`src/core/ocfg_defs.svh`:
```
// Offsets, field positions, masks and reset values of the output configuration bank.
`ifndef OCFG_DEFS_SVH
`define OCFG_DEFS_SVH

// ****************************************************************
// Serial frame layout
// ****************************************************************
`define OCFG_FRAME_BITS     5'h10
`define OCFG_HDR_LAST       5'h07
`define OCFG_DATA_LAST      5'h0F

// ****************************************************************
// Clock output register offsets, outputs A0 A1 A2 B0 B1 C0 C1 D
// ****************************************************************
`define OCFG_CLK_A0_ADDR    7'h24
`define OCFG_CLK_A1_ADDR    7'h25
`define OCFG_CLK_A2_ADDR    7'h26
`define OCFG_CLK_B0_ADDR    7'h34
`define OCFG_CLK_B1_ADDR    7'h35
`define OCFG_CLK_C0_ADDR    7'h44
`define OCFG_CLK_C1_ADDR    7'h45
`define OCFG_CLK_D_ADDR     7'h54
`define OCFG_CLK_EN_ADDR    7'h74

// ****************************************************************
// System-reference register offsets
// ****************************************************************
`define OCFG_SRC_A0_ADDR    7'h28
`define OCFG_SRC_A1_ADDR    7'h29
`define OCFG_SRC_A2_ADDR    7'h2A
`define OCFG_SRC_B0_ADDR    7'h38
`define OCFG_SRC_B1_ADDR    7'h39
`define OCFG_SRC_C0_ADDR    7'h48
`define OCFG_SRC_C1_ADDR    7'h49
`define OCFG_SRC_D_ADDR     7'h58
`define OCFG_CFG_A0_ADDR    7'h2C
`define OCFG_CFG_A1_ADDR    7'h2D
`define OCFG_CFG_A2_ADDR    7'h2E
`define OCFG_CFG_B0_ADDR    7'h3C
`define OCFG_CFG_B1_ADDR    7'h3D
`define OCFG_CFG_C0_ADDR    7'h4C
`define OCFG_CFG_C1_ADDR    7'h4D
`define OCFG_CFG_D_ADDR     7'h5C
`define OCFG_SREF_EN_ADDR   7'h76

// ****************************************************************
// Field positions
// ****************************************************************
`define OCFG_FMT_BIT        4
`define OCFG_AMP_HI         3
`define OCFG_AMP_LO         2
`define OCFG_SRC_BIT        4
`define OCFG_DLY_HI         3
`define OCFG_DLY_LO         1
`define OCFG_PD_BIT         7
`define OCFG_BIAS_BIT       5

// ****************************************************************
// Writable masks and reset values
// ****************************************************************
`define OCFG_CLK_MASK       8'h1C
`define OCFG_SRC_MASK       8'h1E
`define OCFG_CFG_MASK       8'hBC
`define OCFG_CLK_RST        8'h04
`define OCFG_SRC_RST        8'h10
`define OCFG_CFG_RST        8'h04
`define OCFG_CLK_EN_RST     8'hFF
`define OCFG_SREF_EN_RST    8'h00

`endif

```
`src/core/ocfg_pkg.sv`:
```
// Types shared by the output configuration bank.
package ocfg_pkg;

    // Kind of register an address selects.
    typedef enum logic [2:0] {
        OCFG_K_NONE,
        OCFG_K_CLK,
        OCFG_K_CLK_EN,
        OCFG_K_SRC,
        OCFG_K_CFG,
        OCFG_K_SREF_EN
    } ocfg_kind_t;

    // Result of an address decode.
    typedef struct packed {
        ocfg_kind_t  kind;  // Register kind.
        logic [2:0]  idx;   // Output index A0..D as 0..7.
    } ocfg_dec_t;

    // Effective settings of one clock output.
    typedef struct packed {
        logic        en;    // Output enabled; low holds the output low.
        logic        fmt;   // 0 low-voltage differential, 1 emitter-coupled.
        logic [1:0]  amp;   // Amplitude code.
    } ocfg_clk_out_t;

    // Effective settings of one system-reference output.
    typedef struct packed {
        logic        en;    // Output enable.
        logic        src;   // 1 central reference, 0 channel clock.
        logic [2:0]  dly;   // Phase delay step.
        logic        pd;    // Power-down.
        logic        bias;  // Output bias mode.
        logic        fmt;   // Output format.
        logic [1:0]  amp;   // Amplitude code.
    } ocfg_sref_out_t;

    // Whole state of the bank.
    typedef struct packed {
        logic                        sclk_d;   // Previous synchronised serial clock.
        logic [4:0]                  bit_cnt;  // Bits taken in this frame.
        logic [15:0]                 sh;       // Incoming shift register.
        logic                        rd_mode;  // Frame is a read.
        logic [7:0]                  rd_sh;    // Outgoing read data.
        logic                        sdio_o;   // Data pin drive value.
        logic                        sdio_oe;  // Data pin drive enable.
        logic [7:0][7:0]             clk_reg;  // Clock output registers.
        logic [7:0]                  clk_en;   // Clock output enables.
        logic [7:0][7:0]             src_reg;  // Reference source and delay registers.
        logic [7:0][7:0]             cfg_reg;  // Reference output registers.
        logic [7:0]                  sref_en;  // Reference output enables.
        logic [7:0][3:0]             clk_o;    // Registered clock output settings.
        logic [7:0][9:0]             sref_o;   // Registered reference output settings.
    } ocfg_state_t;

endpackage

```
`src/core/ocfg_bank.sv`:
```
// Output configuration register bank behind the three-wire serial port.
`timescale 1ns/1ns
`include "ocfg_defs.svh"

module ocfg_bank
    import ocfg_pkg::*;
(
    input  wire logic                  clk,
    input  wire logic                  rst,
    input  wire logic                  spi_sclk,
    input  wire logic                  spi_cs_n,
    input  wire logic                  spi_sdio_in,
    output logic                       spi_sdio_out,
    output logic                       spi_sdio_oe,
    output ocfg_clk_out_t  [7:0]       clock_output,
    output ocfg_sref_out_t [7:0]       sysref_output
);

    // ****************************************************************
    // Pin synchronisation
    // ****************************************************************
    logic [2:0]  pins_s;     // Synchronised sclk, cs_n, sdio.
    logic        sclk_s;     // Synchronised serial clock.
    logic        cs_n_s;     // Synchronised chip select, active low.
    logic        sdio_s;     // Synchronised data in.

    ocfg_sync #(.W(3)) u_sync (
        .clk (clk),
        .rst (rst),
        .d   ({spi_sclk, spi_cs_n, spi_sdio_in}),
        .q   (pins_s)
    );

    assign sclk_s = pins_s[2];
    assign cs_n_s = pins_s[1];
    assign sdio_s = pins_s[0];

    // ****************************************************************
    // Address decode
    // ****************************************************************
    // Maps an address to its register kind and output index.
    function automatic ocfg_dec_t decode(input logic [6:0] a);
        ocfg_dec_t d;
        d = '{kind: OCFG_K_NONE, idx: 3'h0};
        case (a)
            `OCFG_CLK_A0_ADDR: d = '{OCFG_K_CLK, 3'h0};
            `OCFG_CLK_A1_ADDR: d = '{OCFG_K_CLK, 3'h1};
            `OCFG_CLK_A2_ADDR: d = '{OCFG_K_CLK, 3'h2};
            `OCFG_CLK_B0_ADDR: d = '{OCFG_K_CLK, 3'h3};
            `OCFG_CLK_B1_ADDR: d = '{OCFG_K_CLK, 3'h4};
            `OCFG_CLK_C0_ADDR: d = '{OCFG_K_CLK, 3'h5};
            `OCFG_CLK_C1_ADDR: d = '{OCFG_K_CLK, 3'h6};
            `OCFG_CLK_D_ADDR:  d = '{OCFG_K_CLK, 3'h7};
            `OCFG_SRC_A0_ADDR: d = '{OCFG_K_SRC, 3'h0};
            `OCFG_SRC_A1_ADDR: d = '{OCFG_K_SRC, 3'h1};
            `OCFG_SRC_A2_ADDR: d = '{OCFG_K_SRC, 3'h2};
            `OCFG_SRC_B0_ADDR: d = '{OCFG_K_SRC, 3'h3};
            `OCFG_SRC_B1_ADDR: d = '{OCFG_K_SRC, 3'h4};
            `OCFG_SRC_C0_ADDR: d = '{OCFG_K_SRC, 3'h5};
            `OCFG_SRC_C1_ADDR: d = '{OCFG_K_SRC, 3'h6};
            `OCFG_SRC_D_ADDR:  d = '{OCFG_K_SRC, 3'h7};
            `OCFG_CFG_A0_ADDR: d = '{OCFG_K_CFG, 3'h0};
            `OCFG_CFG_A1_ADDR: d = '{OCFG_K_CFG, 3'h1};
            `OCFG_CFG_A2_ADDR: d = '{OCFG_K_CFG, 3'h2};
            `OCFG_CFG_B0_ADDR: d = '{OCFG_K_CFG, 3'h3};
            `OCFG_CFG_B1_ADDR: d = '{OCFG_K_CFG, 3'h4};
            `OCFG_CFG_C0_ADDR: d = '{OCFG_K_CFG, 3'h5};
            `OCFG_CFG_C1_ADDR: d = '{OCFG_K_CFG, 3'h6};
            `OCFG_CFG_D_ADDR:  d = '{OCFG_K_CFG, 3'h7};
            `OCFG_CLK_EN_ADDR:  d = '{OCFG_K_CLK_EN, 3'h0};
            `OCFG_SREF_EN_ADDR: d = '{OCFG_K_SREF_EN, 3'h0};
            default: d = '{kind: OCFG_K_NONE, idx: 3'h0};
        endcase
        return d;
    endfunction

    // ****************************************************************
    // State
    // ****************************************************************
    ocfg_state_t s_r;        // Registered state.
    ocfg_state_t s_nxt;      // Next state.
    logic        wr_stb;     // One-cycle write of a whole frame.
    logic [6:0]  wr_addr;    // Address of that write.
    logic [7:0]  wr_data;    // Data of that write.

    // Serial framing, register writes and output decode.
    always_comb begin
        logic        rise;
        logic        fall;
        logic [15:0] sh_new;
        ocfg_dec_t   d;
        logic [7:0]  rv;
        int          sh_i;
        rise   = 1'b0;
        fall   = 1'b0;
        sh_new = '0;
        d      = '{kind: OCFG_K_NONE, idx: 3'h0};
        rv     = 8'h00;
        sh_i   = 0;
        s_nxt   = s_r;
        wr_stb  = 1'b0;
        wr_addr = 7'h00;
        wr_data = 8'h00;
        s_nxt.sclk_d = sclk_s;
        rise = sclk_s & ~s_r.sclk_d;
        fall = ~sclk_s & s_r.sclk_d;
        if (cs_n_s) begin
            // Deselected: frame restarts, data pin released.
            s_nxt.bit_cnt = 5'h00;
            s_nxt.rd_mode = 1'b0;
            s_nxt.sdio_oe = 1'b0;
        end else begin
            if (rise && s_r.bit_cnt < `OCFG_FRAME_BITS) begin
                sh_new = {s_r.sh[14:0], sdio_s};
                s_nxt.sh = sh_new;
                s_nxt.bit_cnt = s_r.bit_cnt + 5'h01;
                if (s_r.bit_cnt == `OCFG_HDR_LAST) begin
                    // Header done: latch direction and fetch read data.
                    s_nxt.rd_mode = sh_new[7];
                    d = decode(sh_new[6:0]);
                    case (d.kind)
                        OCFG_K_CLK: begin
                            // Paired partners hold no fields of their own, so they read zero.
                            if (d.idx != 3'h1 && d.idx != 3'h4) begin
                                rv = s_r.clk_reg[d.idx];
                            end
                        end
                        OCFG_K_SRC:     rv = s_r.src_reg[d.idx];
                        OCFG_K_CFG:     rv = s_r.cfg_reg[d.idx];
                        OCFG_K_CLK_EN:  rv = s_r.clk_en;
                        OCFG_K_SREF_EN: rv = s_r.sref_en;
                        default:        rv = 8'h00;
                    endcase
                    s_nxt.rd_sh = rv;
                end
                if (s_r.bit_cnt == `OCFG_DATA_LAST && !s_r.rd_mode) begin
                    wr_stb  = 1'b1;
                    wr_addr = sh_new[14:8];
                    wr_data = sh_new[7:0];
                end
            end
            if (fall) begin
                // Read data leaves MSB first on falling edges.
                if (s_r.rd_mode && s_r.bit_cnt < `OCFG_FRAME_BITS) begin
                    s_nxt.sdio_oe = 1'b1;
                    s_nxt.sdio_o  = s_r.rd_sh[7];
                    s_nxt.rd_sh   = {s_r.rd_sh[6:0], 1'b0};
                end else begin
                    s_nxt.sdio_oe = 1'b0;
                end
            end
        end
        if (wr_stb) begin
            // Only writable bits are stored, so reserved bits read zero.
            d = decode(wr_addr);
            case (d.kind)
                OCFG_K_CLK: begin
                    if (d.idx != 3'h1 && d.idx != 3'h4) begin
                        s_nxt.clk_reg[d.idx] = wr_data & `OCFG_CLK_MASK;
                    end
                end
                OCFG_K_SRC:     s_nxt.src_reg[d.idx] = wr_data & `OCFG_SRC_MASK;
                OCFG_K_CFG:     s_nxt.cfg_reg[d.idx] = wr_data & `OCFG_CFG_MASK;
                OCFG_K_CLK_EN:  s_nxt.clk_en  = wr_data;
                OCFG_K_SREF_EN: s_nxt.sref_en = wr_data;
                default: s_nxt.sh = s_nxt.sh;
            endcase
        end
        // Effective per-output settings; enable bit 7 belongs to output 0.
        for (int i = 0; i < 8; i++) begin
            sh_i = (i == 1) ? 0 : ((i == 4) ? 3 : i);
            s_nxt.clk_o[i] = {s_nxt.clk_en[7-i],
                              s_nxt.clk_reg[sh_i][`OCFG_FMT_BIT],
                              s_nxt.clk_reg[sh_i][`OCFG_AMP_HI:`OCFG_AMP_LO]};
            s_nxt.sref_o[i] = {s_nxt.sref_en[7-i],
                               s_nxt.src_reg[i][`OCFG_SRC_BIT],
                               s_nxt.src_reg[i][`OCFG_DLY_HI:`OCFG_DLY_LO],
                               s_nxt.cfg_reg[i][`OCFG_PD_BIT],
                               s_nxt.cfg_reg[i][`OCFG_BIAS_BIT],
                               s_nxt.cfg_reg[i][`OCFG_FMT_BIT],
                               s_nxt.cfg_reg[i][`OCFG_AMP_HI:`OCFG_AMP_LO]};
        end
    end

    // Registers the state; reset loads the documented defaults.
    always_ff @(posedge clk) begin
        if (rst) begin
            s_r         <= '0;
            s_r.sclk_d  <= 1'b1;
            s_r.clk_reg <= {8{`OCFG_CLK_RST}};
            s_r.clk_en  <= `OCFG_CLK_EN_RST;
            s_r.src_reg <= {8{`OCFG_SRC_RST}};
            s_r.cfg_reg <= {8{`OCFG_CFG_RST}};
            s_r.sref_en <= `OCFG_SREF_EN_RST;
            s_r.clk_o   <= {8{4'h9}};
            s_r.sref_o  <= {8{10'h101}};
        end else begin
            s_r <= s_nxt;
        end
    end

    // ****************************************************************
    // Outputs
    // ****************************************************************
    assign spi_sdio_out  = s_r.sdio_o;
    assign spi_sdio_oe   = s_r.sdio_oe;
    assign clock_output  = s_r.clk_o;
    assign sysref_output = s_r.sref_o;

    // ****************************************************************
    // Assertions
    // ****************************************************************
    amp_default_a: assert property (@(posedge clk) disable iff (rst)
        $fell(rst) |-> clock_output[2].amp == 2'h1 && clock_output[7].amp == 2'h1)
        else $error("Clock amplitude default is not 01.");
    amp_shared_a: assert property (@(posedge clk) disable iff (rst)
        clock_output[1].amp == clock_output[0].amp && clock_output[4].amp == clock_output[3].amp)
        else $error("Shared amplitude differs within a pair.");
    fmt_write_a: assert property (@(posedge clk) disable iff (rst)
        wr_stb && wr_addr == `OCFG_CLK_A0_ADDR |=> clock_output[0].fmt == $past(wr_data[4]))
        else $error("Clock format does not follow the written bit.");
    fmt_shared_a: assert property (@(posedge clk) disable iff (rst)
        wr_stb && wr_addr == `OCFG_CLK_B0_ADDR |=> clock_output[4].fmt == $past(wr_data[4]))
        else $error("Shared format did not reach the second output.");
    en_clear_a: assert property (@(posedge clk) disable iff (rst)
        wr_stb && wr_addr == `OCFG_CLK_EN_ADDR && !wr_data[7] |=> !clock_output[0].en)
        else $error("Clock output stays enabled after clear.");
    sref_delay_a: assert property (@(posedge clk) disable iff (rst)
        wr_stb && wr_addr == `OCFG_SRC_D_ADDR |=> sysref_output[7].dly == $past(wr_data[3:1]))
        else $error("Reference delay does not follow the write.");
    sref_en_a: assert property (@(posedge clk) disable iff (rst)
        wr_stb && wr_addr == `OCFG_SREF_EN_ADDR |=> sysref_output[5].en == $past(wr_data[2]))
        else $error("Reference enable bit mapped wrongly.");
    src_default_a: assert property (@(posedge clk) disable iff (rst)
        $fell(rst) |-> sysref_output[0].src && sysref_output[6].src)
        else $error("Reference source does not default to central.");
    rsvd_ignored_a: assert property (@(posedge clk) disable iff (rst)
        wr_stb && wr_addr == `OCFG_CLK_A1_ADDR |=> $stable(clock_output))
        else $error("Write to a reserved field changed an output.");

endmodule

```
`src/core/ocfg_sync.sv`:
```
// Two-stage synchroniser for inputs arriving from outside the clock domain.
`timescale 1ns/1ns

module ocfg_sync #(
    parameter int W = 1
) (
    input  wire logic         clk,
    input  wire logic         rst,
    input  wire logic [W-1:0] d,
    output logic      [W-1:0] q
);

    logic [W-1:0] meta_r;  // First stage, read only by the second stage.

    // Both stages load ones so that idle-high lines start idle.
    always_ff @(posedge clk) begin
        if (rst) begin
            meta_r <= '1;
            q      <= '1;
        end else begin
            meta_r <= d;
            q      <= meta_r;
        end
    end

endmodule

```
`config.mk`:
```
export PLATFORM = sky130hd
export DESIGN_NAME = ocfg_bank
export DESIGN_NICKNAME = d
export VERILOG_FILES = /design/src/core/ocfg_pkg.sv /design/src/core/ocfg_bank.sv /design/src/core/ocfg_sync.sv
export VERILOG_INCLUDE_DIRS = /design/src /design/src/core
export SDC_FILE = /design/constraint.sdc
export NUM_CORES = 1
export LEC_CHECK = 0
export ABC_AREA = 1
export BUFFER_PORTS_ARGS = -buffer_cell sky130_fd_sc_hd__buf_2
export CAP_MARGIN = 20
export CORE_MARGIN = 5
export CORE_UTILIZATION = 45
export DETAILED_ROUTE_END_ITERATION = 16
export GPL_ROUTABILITY_DRIVEN = 0
export PLACE_DENSITY = 0.69
export SLEW_MARGIN = 25
export SYNTH_ARGS = -nofsm -noshare
export SYNTH_HDL_FRONTEND = slang
export SYNTH_SLANG_ARGS = --single-unit
```
`constraint.sdc`:
```
create_clock -name clk -period 3.2 [get_ports clk]
set_input_delay 0.64 -clock clk [delete_from_list [all_inputs] [get_ports clk]]
set_output_delay 0.64 -clock clk [all_outputs]
set_load 0.01 [all_outputs]
```
==> results of run 1 <==
==> power groups by stage <==
stage	combinational [W]	sequential (W)	clock [W]
floorplan	0.0000439	0.00183	0
global placement	0.0000600	0.00183	0
detailed placement	0.0000603	0.00183	0
CTS	0.0000602	0.00179	0.00195
global route	0.0000661	0.00179	0.00203
finish	0.0000603	0.00179	0.00193
==> path summary, 6_finish.rpt <==
kind                     from               end  slack (ns)
min                  spi_sclk  u_sync.meta_r[2]        0.39
min reg2reg  u_sync.meta_r[0]       u_sync.q[0]        0.41
max reg2reg          s_r[347]          s_r[178]        0.28
max                  s_r[347]          s_r[178]        0.28
==> routing by layer <==
metal | wire (um) | vias to the layer above
met5 | 0 | -
met4 | 682 | 0
met3 | 1889 | 49
met2 | 10770 | 356
met1 | 10740 | 3647
li1 | - | 3904
==> kinds of logic (layout without fill, tap and decap cells) <==
logic type      Yosys count  count (layout)  synth area share
fa+ha+maj                 2               2          0.003047
simple gates            630             630            0.3419
compound gates          190             190            0.1268
flops                   143             143            0.3486
buf+inv                 275             292            0.1796
==> through the flow <==
step / std cells / util
after floorplan: 1240 / -
after global placement: 1450 / 0.4571
after detailed placement: 1450 / 0.4571
after CTS: 1482 / 0.4883
after global routing: 1486 / 0.4908
final: 1486 / 0.4908
==> area by class of cell <==
class | count | area, um^2 | area share
Sequential cell | 143 | 2863 | 0.3247
Clock inverter | 9 | 111.4 | 0.01263
Inverter | 120 | 450.4 | 0.05109
Tap cell | 229 | 286.5 | 0.03250
Multi-Input combinational cell | 822 | 3889 | 0.4411
Clock buffer | 23 | 447.9 | 0.05081
Timing Repair Buffer | 140 | 768.2 | 0.08714
==> cells in the final DEF, fill, tap and decap left out, types with 3 or more instances in the layout <==
master	instances
sky130_fd_sc_hd__nand2_1	329
sky130_fd_sc_hd__dfxtp_1	143
sky130_fd_sc_hd__nand3_1	122
sky130_fd_sc_hd__buf_2	118
sky130_fd_sc_hd__inv_1	100
sky130_fd_sc_hd__nor2_1	99
sky130_fd_sc_hd__a21oi_1	78
sky130_fd_sc_hd__o21ai_0	74
sky130_fd_sc_hd__o211ai_1	24
sky130_fd_sc_hd__buf_4	21
sky130_fd_sc_hd__inv_2	18
sky130_fd_sc_hd__clkbuf_16	17
sky130_fd_sc_hd__nor2_2	15
sky130_fd_sc_hd__nand4_1	15
sky130_fd_sc_hd__nor2_4	11
sky130_fd_sc_hd__nand3b_1	11
sky130_fd_sc_hd__nor3_1	8
sky130_fd_sc_hd__nand2_2	8
sky130_fd_sc_hd__o21ai_1	7
sky130_fd_sc_hd__or2_2	6
sky130_fd_sc_hd__clkbuf_1	6
sky130_fd_sc_hd__nand3_2	3
sky130_fd_sc_hd__o21a_1	3
==> worst max-delay path, delay by kind of cell, from the launching register on <==
kind                     cells  cell delay, ns
AO/OA/AOI/OAI                1            0.07
adder cells (fa/ha/maj)      2            0.41
buffers and inverters        2            0.17
flip-flops                   1            0.38
AND/OR/NAND/NOR             12            1.76
==> state kept, by name, summed over array words and instances (netlist names) <==
register / cells
sysref_output: 16
clock_output: 6
u_sync.q: 3
spi_sdio_oe: 1
spi_sdio_out: 1
s_r: 113
u_sync.meta_r: 3
==> timing repair <==
action | 4_1_cts | 5_1_grt
resized for setup | 0 | 4
endpoints found under the setup margin | 0 | 18
buffers inserted | 0 | 4
==> metrics.sh, run 1 <==
PORT_BUFFERS=118
FINALHOLDWORSTSLACK_NS=0.3872
CRIT_TYPE='flop to flop'
ROUTE.ANTENNA.REMAINING_NETS=0
ASYNC_SR_FLOP_FRACTION=0
GRT_PASS1_WL_UM=38590
LATEST_CLOCK_ARRIVAL_WITHIN_THE_WORST_SKEW_PAIR_NS=0.44
POWER_FRAC_CLOCK=0.511
HOLD_PATH_CLASS='input pin to flop'
GRT.OVERFLOW.TOTAL=0
CTS_HOLD_BUFFERS=0
POST-ROUTE-DRC-COUNT=0
PRE_CTS_WS_NS=0.2888
SYNTH.CELLS.MOST_FREQUENT='329 x sky130_fd_sc_hd__nand2_1, 143 x sky130_fd_sc_hd__dfxtp_1, 123 x sky130_fd_sc_hd__nand3_1, 114 x sky130_fd_sc_hd__buf_4'
CORE_MM2=0.01796
GRT.TOTAL_USAGE=0.2249
FINAL-HOLD-VIOLATION-COUNT=0
P_SW_W=0.0008339
POWER_FRAC_COMB=0.016
FINAL_LAYOUT_SIZE_SUFFIX_GT1_FRAC=0.1846
CLKTRANSATPATHREGS_NS=0.06
ROUTED_VIA_DENSITY=5.354
AREA_DELTA_SYNTH_FINAL_PCT=7.359
POST-ROUTE-PERIOD-UTIL=0.9139
P_PER_AREA_mW_PER_MM2=429.0
RSZ0062_AT_GRT='true'
FINALMAXSLEWVIOLATIONS=0
NATURE_OF_THE_CRITICAL_PATH_ENDPOINT='flop'
SYNTH_FLOP_CELL='sky130_fd_sc_hd__dfxtp_1'
SYNTH_ENABLE_FLOP_CELLS=0
GRT_UTIL_MET1=0.3140
CTSROOTBUFFERMASTER='sky130_fd_sc_hd__clkbuf_16'
SYNTHMOSTINSTANTIATEDCELL='sky130_fd_sc_hd__nand2_1'
CRIT_FANOUT=8
SYNTH_SEQUENTIAL_AREA_RATIO=0.3486
CP_STARTPOINT_KIND='flop'
DRT_WL_TOTAL_UM=24070
GLOBALROUTEMET2UTIL=0.3441
CRITICAL_PATH.CELL_CHAIN='ha_1 > inv_1 > nor3_1 > ha_1 > nand2_2 > nor2_2 > nand3_1 > nand2_2 > nand3_1 > nand2_1 > nand3_1 > nand2_2 > nand2_1 > nor2_2 > inv_1 > nand2_1 > o211ai_1'
IR_WORST_VDD_uV=345.2
FIRST_PASS_DRT_ITERATIONS=6
LENGTH_IN_CELLS_OF_THE_WORST_REG_TO_REG_PATH=17
SYNTH.LARGEST_AREA_CELL='sky130_fd_sc_hd__dfxtp_1'
NUMBER_OF_GLOBAL_ROUTE_VIAS_BEFORE_REPAIR=7124
POSTLAYOUTCELLAREA_MM2=0.008816
PIN_COUNT_OF_THE_BIGGEST_NET_ENTERING_GLOBAL_ROUTING=68
CLOCK_PATH_BUFFERS=2
GRT-BUSIEST-LAYER='met2'
WORSTMARGINPINSLEW_NS=0.7290
TIMING.FINAL.WS_SETUP_NS=0.2756
YOSYS_WARNING_TOTAL=0
YOSYSTOPAREACELLSHARE=0.3486
SYNTHESIS.NETS=1247
NETS=1251
NUM_ANTENNA_CELLS=0
MIN_PERIOD_NS=2.924
CTS_TREE='done'
YS_SEQ_ELEMENTS=143
TOTALPOWERFINAL_W=0.003782
CELLINTERNALPOWER_W=0.002948
SYNTH.LIB_CELLS_USED.DISTINCT=32
POST_DP_CELL_AREA_MM2=0.008212
DIEHEIGHT_UM=145.1
RELATIVE_MAX_TRANSITION_MARGIN=0.5134
WORST_STAGE_DELAY_ON_THE_CRITICAL_PATH_NS=0.38
CTS.SINK_COUNT=143
NFILLCELLS=1799
MIN_DELAY_PATH_DEPTH=2
INITIAL_ANTENNA_VIOLATION_COUNT=0
FIN_SKEW_NS=0.009365
SHARE_OF_TOTAL_POWER_IN_SEQUENTIAL_CELLS=0.473
WORSTPATHREQUIRED_NS=3.50
DIE_WIDTH_UM=145.1
AVGROUTEDWIREPERCELL_UM=16.20
MEAN_CELL_AREA_OF_THE_MAPPED_NETLIST_UM2=6.622
SYNTH_AREA_MM2=0.008212
WORST_PATH_MAX_DELAY_CELL='sky130_fd_sc_hd__dfxtp_1'
TOTALNEGATIVESETUPSLACK_NS=0
LEAKAGE_nW=4.104
TIMING.FINAL.SETUP_VIOLATIONS=0
MAX_CLOCK_FREQ_MHz=341.9
MAX_CAP_VIOL_COUNT=0
OUTCOME='finished clean'
ROUTE.VIAS.TOTAL=7956
SYNTH_AREA_LEADERS='sky130_fd_sc_hd__dfxtp_1 35%, sky130_fd_sc_hd__nand2_1 15%, sky130_fd_sc_hd__buf_4 10%, sky130_fd_sc_hd__nand3_1 7.5%, sky130_fd_sc_hd__a21oi_1 4.8%'
IO_PINS=119
DIE_AREA_MM2=0.02105
POWER.SHARE.SWITCHING=0.2205
TRITONCTS.NUM_BUFFERS=17
PLACE_HPWL_UM=17620
PLACEMENT_ROWS=49
FLOORPLAN.INITIALDENSITY=0.4571
FIRST_ITER_VIOLATIONS=1067
CTS-HTREE-LEVELS=4
CP.ARRIVAL_NS=3.23
SYN-INSTANCE-COUNT=1240
GRTUSAGEMET3=0.04740
No activity file was read; power rests on OpenSTA's default activity.
==> run 2: changes to the inputs <==
--- a/config.mk
+++ b/config.mk
@@ -14,5 +14,5 @@
 export DETAILED_ROUTE_END_ITERATION = 16
 export GPL_ROUTABILITY_DRIVEN = 0
-export PLACE_DENSITY = 0.69
+export PLACE_DENSITY = 0.7
 export SLEW_MARGIN = 25
 export SYNTH_ARGS = -nofsm -noshare
==> constraint.sdc (replaced) <==
create_clock -name clk -period 3.2 [get_ports clk]
set_input_delay 0.48 -clock clk [delete_from_list [all_inputs] [get_ports clk]]
set_output_delay 0.48 -clock clk [all_outputs]
set_load 0.01 [all_outputs]
==> metrics.sh, run 2 (same netlist as run 1, synthesis figures left out) <==
OUTCOME='finished clean'
NUMBER_OF_GLOBAL_ROUTE_VIAS_BEFORE_REPAIR=7139  # +0.21%
IO_PINS=119  # unchanged
WORST_HOLD_PATH.ENDPOINT='u_sync.meta_r[2]'
STDCELL_COUNT=1481  # -0.34%
ROUTE.VIAS.TOTAL=7946  # -0.13%
INITIAL_ANTENNA_VIOLATION_COUNT=0  # unchanged
TOTALNEGATIVESETUPSLACK_NS=0  # unchanged
CLOCK_PATH_BUFFERS=2  # unchanged
GRT.TOTAL_USAGE=0.2261  # +0.001171
NFILLCELLS=1812  # +0.72%
POWER_FRAC_CLOCK=0.512  # about the same
PLACE_HPWL_UM=17920  # +1.7%
NUM_ANTENNA_CELLS=0  # unchanged
FINALHOLDWORSTSLACK_NS=0.2291  # -0.1581 ns
IR_WORST_VDD_uV=352.4  # +2.1%
PORT_BUFFERS=118  # unchanged
REGISTERS.TOP_BY_FF_COUNT='s_r'
P_SW_W=0.0008163  # -2.1%
P_PER_AREA_mW_PER_MM2=430.0  # +0.23%
FINALMAXSLEWVIOLATIONS=0  # unchanged
MAX_CAP_VIOL_COUNT=0  # unchanged
FLOORPLAN.INITIALDENSITY=0.4571  # unchanged
CP.ARRIVAL_NS=3.24  # about the same
GRT.OVERFLOW.TOTAL=0  # unchanged
CELLINTERNALPOWER_W=0.002977  # +0.98%
WORST_STAGE_DELAY_ON_THE_CRITICAL_PATH_NS=0.37  # about the same
MAX_CLOCK_FREQ_MHz=342.8  # +0.25%
PIN_COUNT_OF_THE_BIGGEST_NET_ENTERING_GLOBAL_ROUTING=66  # -2.9%
ROUTED_VIA_DENSITY=5.365  # +0.21%
CORE_MM2=0.01796  # unchanged
WORST_PATH_MAX_DELAY_CELL='sky130_fd_sc_hd__dfxtp_1'
WORSTREG2REGSTART='s_r[347]'
GRT_PASS1_WL_UM=38990  # +1.0%
AREA_DELTA_SYNTH_FINAL_PCT=7.436  # about the same
ROUTE.ANTENNA.REMAINING_NETS=0  # unchanged
FINAL_LAYOUT_SIZE_SUFFIX_GT1_FRAC=0.1877  # +0.003133
CTS-HTREE-LEVELS=4  # unchanged
MIN_PERIOD_NS=2.917  # -0.007245 ns
CRITICAL_PATH.CELL_CHAIN='ha_1 > inv_1 > nor3_1 > ha_1 > inv_2 > nor2_4 > nand2_1 > nor2_2 > nand2_1 > nand3_1 > nand2_1 > nand3_1 > nand2_2 > nor2_4 > inv_1 > nor2_4 > inv_1 > o21ai_0 > nor2_1'
CLKTRANSATPATHREGS_NS=0.06  # about the same
CTS.SINK_COUNT=143  # unchanged
TIMING.FINAL.WS_SETUP_NS=0.2828  # +0.007245 ns
TOTALPOWERFINAL_W=0.003794  # +0.30%
DIE_WIDTH_UM=145.1  # unchanged
TIMING.RR.END='s_r[172]'
FIRST_ITER_VIOLATIONS=1091  # +2.2%
R2R_SLACK_NS=0.28  # about the same
LENGTH_IN_CELLS_OF_THE_WORST_REG_TO_REG_PATH=19  # +2
SHARE_OF_TOTAL_POWER_IN_SEQUENTIAL_CELLS=0.472  # about the same
NETS=1248  # -0.24%
FINAL-HOLD-VIOLATION-COUNT=0  # unchanged
POWER_FRAC_COMB=0.016  # about the same
HOLD_PATH_CLASS='input pin to flop'
CRITICAL_PATH.STARTPOINT='s_r[347]'
TIMING.FINAL.SETUP_VIOLATIONS=0  # unchanged
CRIT_TYPE='flop to flop'
MIN_DELAY_PATH_DEPTH=2  # unchanged
NATURE_OF_THE_CRITICAL_PATH_ENDPOINT='flop'
POST-ROUTE-PERIOD-UTIL=0.9116  # -0.002264
PRE_CTS_WS_NS=0.2737  # -0.01508 ns
DIEHEIGHT_UM=145.1  # unchanged
CTSROOTBUFFERMASTER='sky130_fd_sc_hd__clkbuf_16'
LATEST_CLOCK_ARRIVAL_WITHIN_THE_WORST_SKEW_PAIR_NS=0.43  # about the same
LAYOUT_COMMON_CELLS='328 x sky130_fd_sc_hd__nand2_1, 143 x sky130_fd_sc_hd__dfxtp_1, 122 x sky130_fd_sc_hd__nand3_1'
LARGEST_REGISTER_FFS=113  # unchanged
PLACEMENT_ROWS=49  # unchanged
FIRST_PASS_DRT_ITERATIONS=6  # unchanged
POST-ROUTE-DRC-COUNT=0  # unchanged
WORSTMARGINPINSLEW_NS=0.6911  # -0.03793 ns
FIN_SKEW_NS=0.007950  # -0.001415 ns
CRIT_FANOUT=8  # unchanged
MOSTFREQUENTLAYOUTCELL='sky130_fd_sc_hd__nand2_1'
NUMPLACEDINSTANCES=1449  # -0.069%
WORSTPATHREQUIRED_NS=3.52  # +0.02 ns
CTS_TREE='done'
TRITONCTS.NUM_BUFFERS=17  # unchanged
AVGROUTEDWIREPERCELL_UM=16.62  # +2.6%
RSZ0062_AT_GRT='false'
LEAKAGE_nW=4.104  # about the same
CP_STARTPOINT_KIND='flop'
DIE_AREA_MM2=0.02105  # unchanged
POWER.SHARE.SWITCHING=0.2152  # -0.005301
RELATIVE_MAX_TRANSITION_MARGIN=0.5376  # +0.02412
WORST_HOLD_STARTPOINT='spi_sclk'
DRT_WL_TOTAL_UM=24610  # +2.2%
-- run 2: worst max path at each step --
| stage | to |
|---|---|
| CTS | clock_output[14] |
| finish | s_r[172] |
| global route | clock_output[14] |
| detailed placement | clock_output[14] |
| floorplan | clock_output[22] |
| global placement | s_r[194] |
-- run 2: layer usage --
| layer | part of all wire | vias to the layer above | track usage |
|---|---|---|---|
| met2 | 0.44 | 445 | 0.3508 |
| met1 | 0.44 | 3556 | 0.3133 |
| met3 | 0.095 | 53 | 0.05020 |
| met5 | 0 | - | 0 |
| li1 | - | 3892 | - |
| met4 | 0.025 | 0 | 0.07369 |
-- run 2: worst max-delay path: cells and delay by family (launching register included) --
kind | cells | cell delay, ns
adder cells (fa/ha/maj) | 2 | 0.41
AO/OA/AOI/OAI | 1 | 0.15
AND/OR/NAND/NOR | 12 | 1.57
buffers and inverters | 4 | 0.32
flip-flops | 1 | 0.37
-- run 2: final cells by class --
type                       count  area (um^2)  share of cell area
multi-input combinational    822         3906              0.4428
sequential                   143         2863              0.3245
timing repair buffer         137        745.7             0.08453
clock buffer                  20        456.7             0.05177
inverter                     120        450.4             0.05106
tap                          229        286.5             0.03248
clock inverter                10        113.9             0.01291
-- run 2: power by group through the flow --
stage               clock network [W]  registers, W   logic, W
finish                        0.00194       0.00179  0.0000612
global route                  0.00205       0.00179  0.0000679
CTS                           0.00196       0.00179  0.0000602
detailed placement                  0       0.00183  0.0000601
global placement                    0       0.00183  0.0000598
floorplan                           0       0.00183  0.0000439
-- run 2: what timing repair did --
action                                  in CTS  in global routing
hold buffers                                 0                  0
endpoints found under the setup margin       0                 19
setup buffers                                0                  2
gates resized for setup                      0                  9
-- run 2: per-stage QoR --
| stage | utilization | instance area (um^2) |
|---|---|---|
| 3_5_place_dp | 0.4567 | 8204 |
| 5_1_grt | 0.4911 | 8822 |
| 3_3_place_gp | 0.4567 | 8204 |
| 4_1_cts | 0.4885 | 8775 |
| 6_report | 0.4911 | 8822 |
| 2_1_floorplan | - | 8212 |
==> run 3: changes to the inputs <==
- PLACE_DENSITY: 0.7 -> 0.76
==> metrics.sh, run 3 (same netlist as run 1, synthesis figures left out) <==
HOLD_PATH_CLASS='input pin to flop'
WORST_HOLD_STARTPOINT='spi_sclk'
WORST_HOLD_PATH.ENDPOINT='u_sync.meta_r[2]'
IO_PINS=119  # unchanged
PLACE_HPWL_UM=17550  # -2.1%
LENGTH_IN_CELLS_OF_THE_WORST_REG_TO_REG_PATH=21  # +2
NETS=1250  # +0.16%
POSTLAYOUTCELLAREA_MM2=0.008892  # +0.79%
NUMBER_OF_GLOBAL_ROUTE_VIAS_BEFORE_REPAIR=7130  # -0.13%
ROUTE.VIAS.TOTAL=8073  # +1.6%
NATURE_OF_THE_CRITICAL_PATH_ENDPOINT='flop'
FINAL-HOLD-VIOLATION-COUNT=0  # unchanged
RELATIVE_MAX_TRANSITION_MARGIN=0.5546  # +0.01700
FIN_SKEW_NS=0.006766  # -0.001184 ns
CRITICAL_PATH.CELL_CHAIN='ha_1 > inv_1 > nor3_1 > ha_2 > inv_2 > nor2_4 > nand2_1 > nor2_2 > nand2_1 > nand2_1 > nand2_1 > nand2_1 > nand2_2 > nand2_8 > nand2_2 > nor2_4 > inv_2 > nor2_4 > nand3_1 > nand2_1 > nor2_1'
P_PER_AREA_mW_PER_MM2=445.5  # +3.6%
RSZ0062_AT_GRT='false'
CRIT_FANOUT=10  # +2
GRT.OVERFLOW.TOTAL=0  # unchanged
DIE_WIDTH_UM=145.1  # unchanged
WORST_STAGE_DELAY_ON_THE_CRITICAL_PATH_NS=0.37  # about the same
AVGROUTEDWIREPERCELL_UM=16.35  # -1.6%
CTS-HTREE-LEVELS=4  # unchanged
CPMOSTUSEDCELL='sky130_fd_sc_hd__nand2_1'
CP_STARTPOINT_KIND='flop'
PORT_BUFFERS=118  # unchanged
ROUTED_VIA_DENSITY=5.436  # +1.3%
DIEHEIGHT_UM=145.1  # unchanged
PRE_CTS_WS_NS=0.3183  # +0.04460 ns
NFILLCELLS=1755  # -3.1%
MOSTFREQUENTLAYOUTCELL='sky130_fd_sc_hd__nand2_1'
R2R_SLACK_NS=0.27  # about the same
DIE_AREA_MM2=0.02105  # unchanged
CTSROOTBUFFERMASTER='sky130_fd_sc_hd__clkbuf_16'
FINAL_LAYOUT_SIZE_SUFFIX_GT1_FRAC=0.1919  # +0.004179
WORSTREG2REGSTART='s_r[347]'
MIN_DELAY_PATH_DEPTH=2  # unchanged
POST_DP_CELL_AREA_MM2=0.008197  # about the same
TIMING.FINAL.SETUP_VIOLATIONS=0  # unchanged
TOTALNEGATIVESETUPSLACK_NS=0  # unchanged
OUTCOME='finished clean'
INITIAL_ANTENNA_VIOLATION_COUNT=0  # unchanged
FIRST_PASS_DRT_ITERATIONS=6  # unchanged
CRITICAL-PATH-TOP-DELAY-FAMILY='simple AND/OR/NAND/NOR gates'
LAYOUT_COMMON_CELLS='325 x sky130_fd_sc_hd__nand2_1, 143 x sky130_fd_sc_hd__dfxtp_1, 123 x sky130_fd_sc_hd__nand3_1'
CORE_MM2=0.01796  # unchanged
CTS.SINK_COUNT=143  # unchanged
CTS_TREE='done'
WORST_PATH_MAX_DELAY_CELL='sky130_fd_sc_hd__dfxtp_1'
REGISTERS.TOP_BY_FF_COUNT='s_r'
WORSTPATHREQUIRED_NS=3.53  # about the same
PLACEMENT_ROWS=49  # unchanged
TRITONCTS.NUM_BUFFERS=17  # unchanged
CLOCK_PATH_BUFFERS=2  # unchanged
CRIT_TYPE='flop to flop'
CP.ARRIVAL_NS=3.26  # +0.02 ns
CLKTRANSATPATHREGS_NS=0.06  # about the same
POST-ROUTE-DRC-COUNT=0  # unchanged
MAX_CLOCK_FREQ_MHz=341.3  # -0.45%
CTS_HOLD_BUFFERS=0  # unchanged
DRT_WL_TOTAL_UM=24280  # -1.3%
PATH_DEPTH=21  # +2
MULTI_INPUT_COMB_AREA_MM2=0.003914  # +0.19%
PIN_COUNT_OF_THE_BIGGEST_NET_ENTERING_GLOBAL_ROUTING=102  # +55%
WORSTPATHBUFFERINVERTERCOUNT=3  # -1
GRT_PASS1_WL_UM=38380  # -1.6%
TIMING.RR.END='s_r[299]'
GRT.TOTAL_USAGE=0.2226  # -0.003503
LARGEST_REGISTER_FFS=113  # unchanged
LEAKAGE_nW=4.137  # +0.80%
FLOORPLAN.INITIALDENSITY=0.4571  # unchanged
SEQUENTIAL_CELL_AREA_MM2=0.002863  # unchanged
IR_WORST_VDD_uV=319.4  # -9.4%
FINALMAXSLEWVIOLATIONS=0  # unchanged
LATEST_CLOCK_ARRIVAL_WITHIN_THE_WORST_SKEW_PAIR_NS=0.43  # about the same
TIMING.FINAL.WS_SETUP_NS=0.2696  # -0.01321 ns
MIN_PERIOD_NS=2.930  # +0.01321 ns
ROUTE.ANTENNA.REMAINING_NETS=0  # unchanged
AREA_DELTA_SYNTH_FINAL_PCT=8.289
FIRST_ITER_VIOLATIONS=1103  # +1.1%
POST-ROUTE-PERIOD-UTIL=0.9157  # +0.004129
WORSTMARGINPINSLEW_NS=0.6657  # -0.02541 ns
MAX_CAP_VIOL_COUNT=0  # unchanged
NUM_ANTENNA_CELLS=0  # unchanged
## run 3: cell types whose count changed in the layout (fill, tap and decap cells not counted), sizes merged
cell,change
buf,+2
inv,+2
bufinv,+2
clkinvlp,+1
clkbuf,-1
clkinv,-2
## run 3: area by class of cell
type / count / share of cell area
Multi-Input combinational cell: 822 / 0.4401
Sequential cell: 143 / 0.3219
Timing Repair Buffer: 139 / 0.08555
Inverter: 120 / 0.05065
Clock buffer: 19 / 0.04868
Tap cell: 229 / 0.03222
Clock inverter: 13 / 0.02082
## run 3: worst max-delay path by stage
stage	start	to	slack [ns]
floorplan	s_r[347]	clock_output[22]	0.69
global placement	s_r[347]	s_r[315]	0.34
detailed placement	s_r[347]	s_r[315]	0.32
CTS	s_r[347]	s_r[315]	0.28
global route	s_r[347]	s_r[299]	0.002
finish	s_r[347]	s_r[299]	0.27
## run 3: timing repair
item / CTS / global route
endpoints found under the setup margin: 0 / 38
setup buffers: 0 / 5
resized for setup: 0 / 13
## run 3: worst reg2reg max path: stages (launching register included)
cell                      delay (ns)
sky130_fd_sc_hd__dfxtp_1        0.37
sky130_fd_sc_hd__ha_1           0.18
sky130_fd_sc_hd__inv_1          0.05
sky130_fd_sc_hd__nor3_1         0.16
sky130_fd_sc_hd__ha_2           0.23
sky130_fd_sc_hd__inv_2          0.05
sky130_fd_sc_hd__nor2_4         0.17
sky130_fd_sc_hd__nand2_1        0.13
sky130_fd_sc_hd__nor2_2         0.14
sky130_fd_sc_hd__nand2_1        0.11
sky130_fd_sc_hd__nand2_1        0.13
sky130_fd_sc_hd__nand2_1        0.06
sky130_fd_sc_hd__nand2_1        0.07
sky130_fd_sc_hd__nand2_2        0.09
sky130_fd_sc_hd__nand2_8        0.14
sky130_fd_sc_hd__nand2_2        0.10
sky130_fd_sc_hd__nor2_4         0.13
sky130_fd_sc_hd__inv_2          0.06
sky130_fd_sc_hd__nor2_4         0.20
sky130_fd_sc_hd__nand3_1        0.12
sky130_fd_sc_hd__nand2_1        0.10
sky130_fd_sc_hd__nor2_1         0.04
## run 3: routing by layer
layer	track usage	share of wire	vias up
met3	0.04334	0.096	62
met4	0.09282	0.029	0
met5	0	0	-
li1	-	-	3902
met2	0.3533	0.46	445
met1	0.2970	0.42	3664
## run 3: metrics by stage
step / std cells / total power, W / hold WS [ns] / util
floorplan: 1240 / 0.001871 / 0.3895 / -
global placement: 1448 / 0.001888 / 0.3935 / 0.4563
detailed placement: 1448 / 0.001888 / 0.3944 / 0.4563
CTS: 1480 / 0.003971 / 0.2218 / 0.4907
global route: 1485 / 0.004058 / 0.2337 / 0.4950
finish: 1485 / 0.003962 / 0.2282 / 0.4950
## run 3: where the power goes
group	leakage (nW)	switching [W]	internal, W
Clock	0.298	0.000804	0.00131
Combinational	2.68	0.0000457	0.0000157
Sequential	1.15	0.00000433	0.00178
Total	4.14	0.000854	0.00311
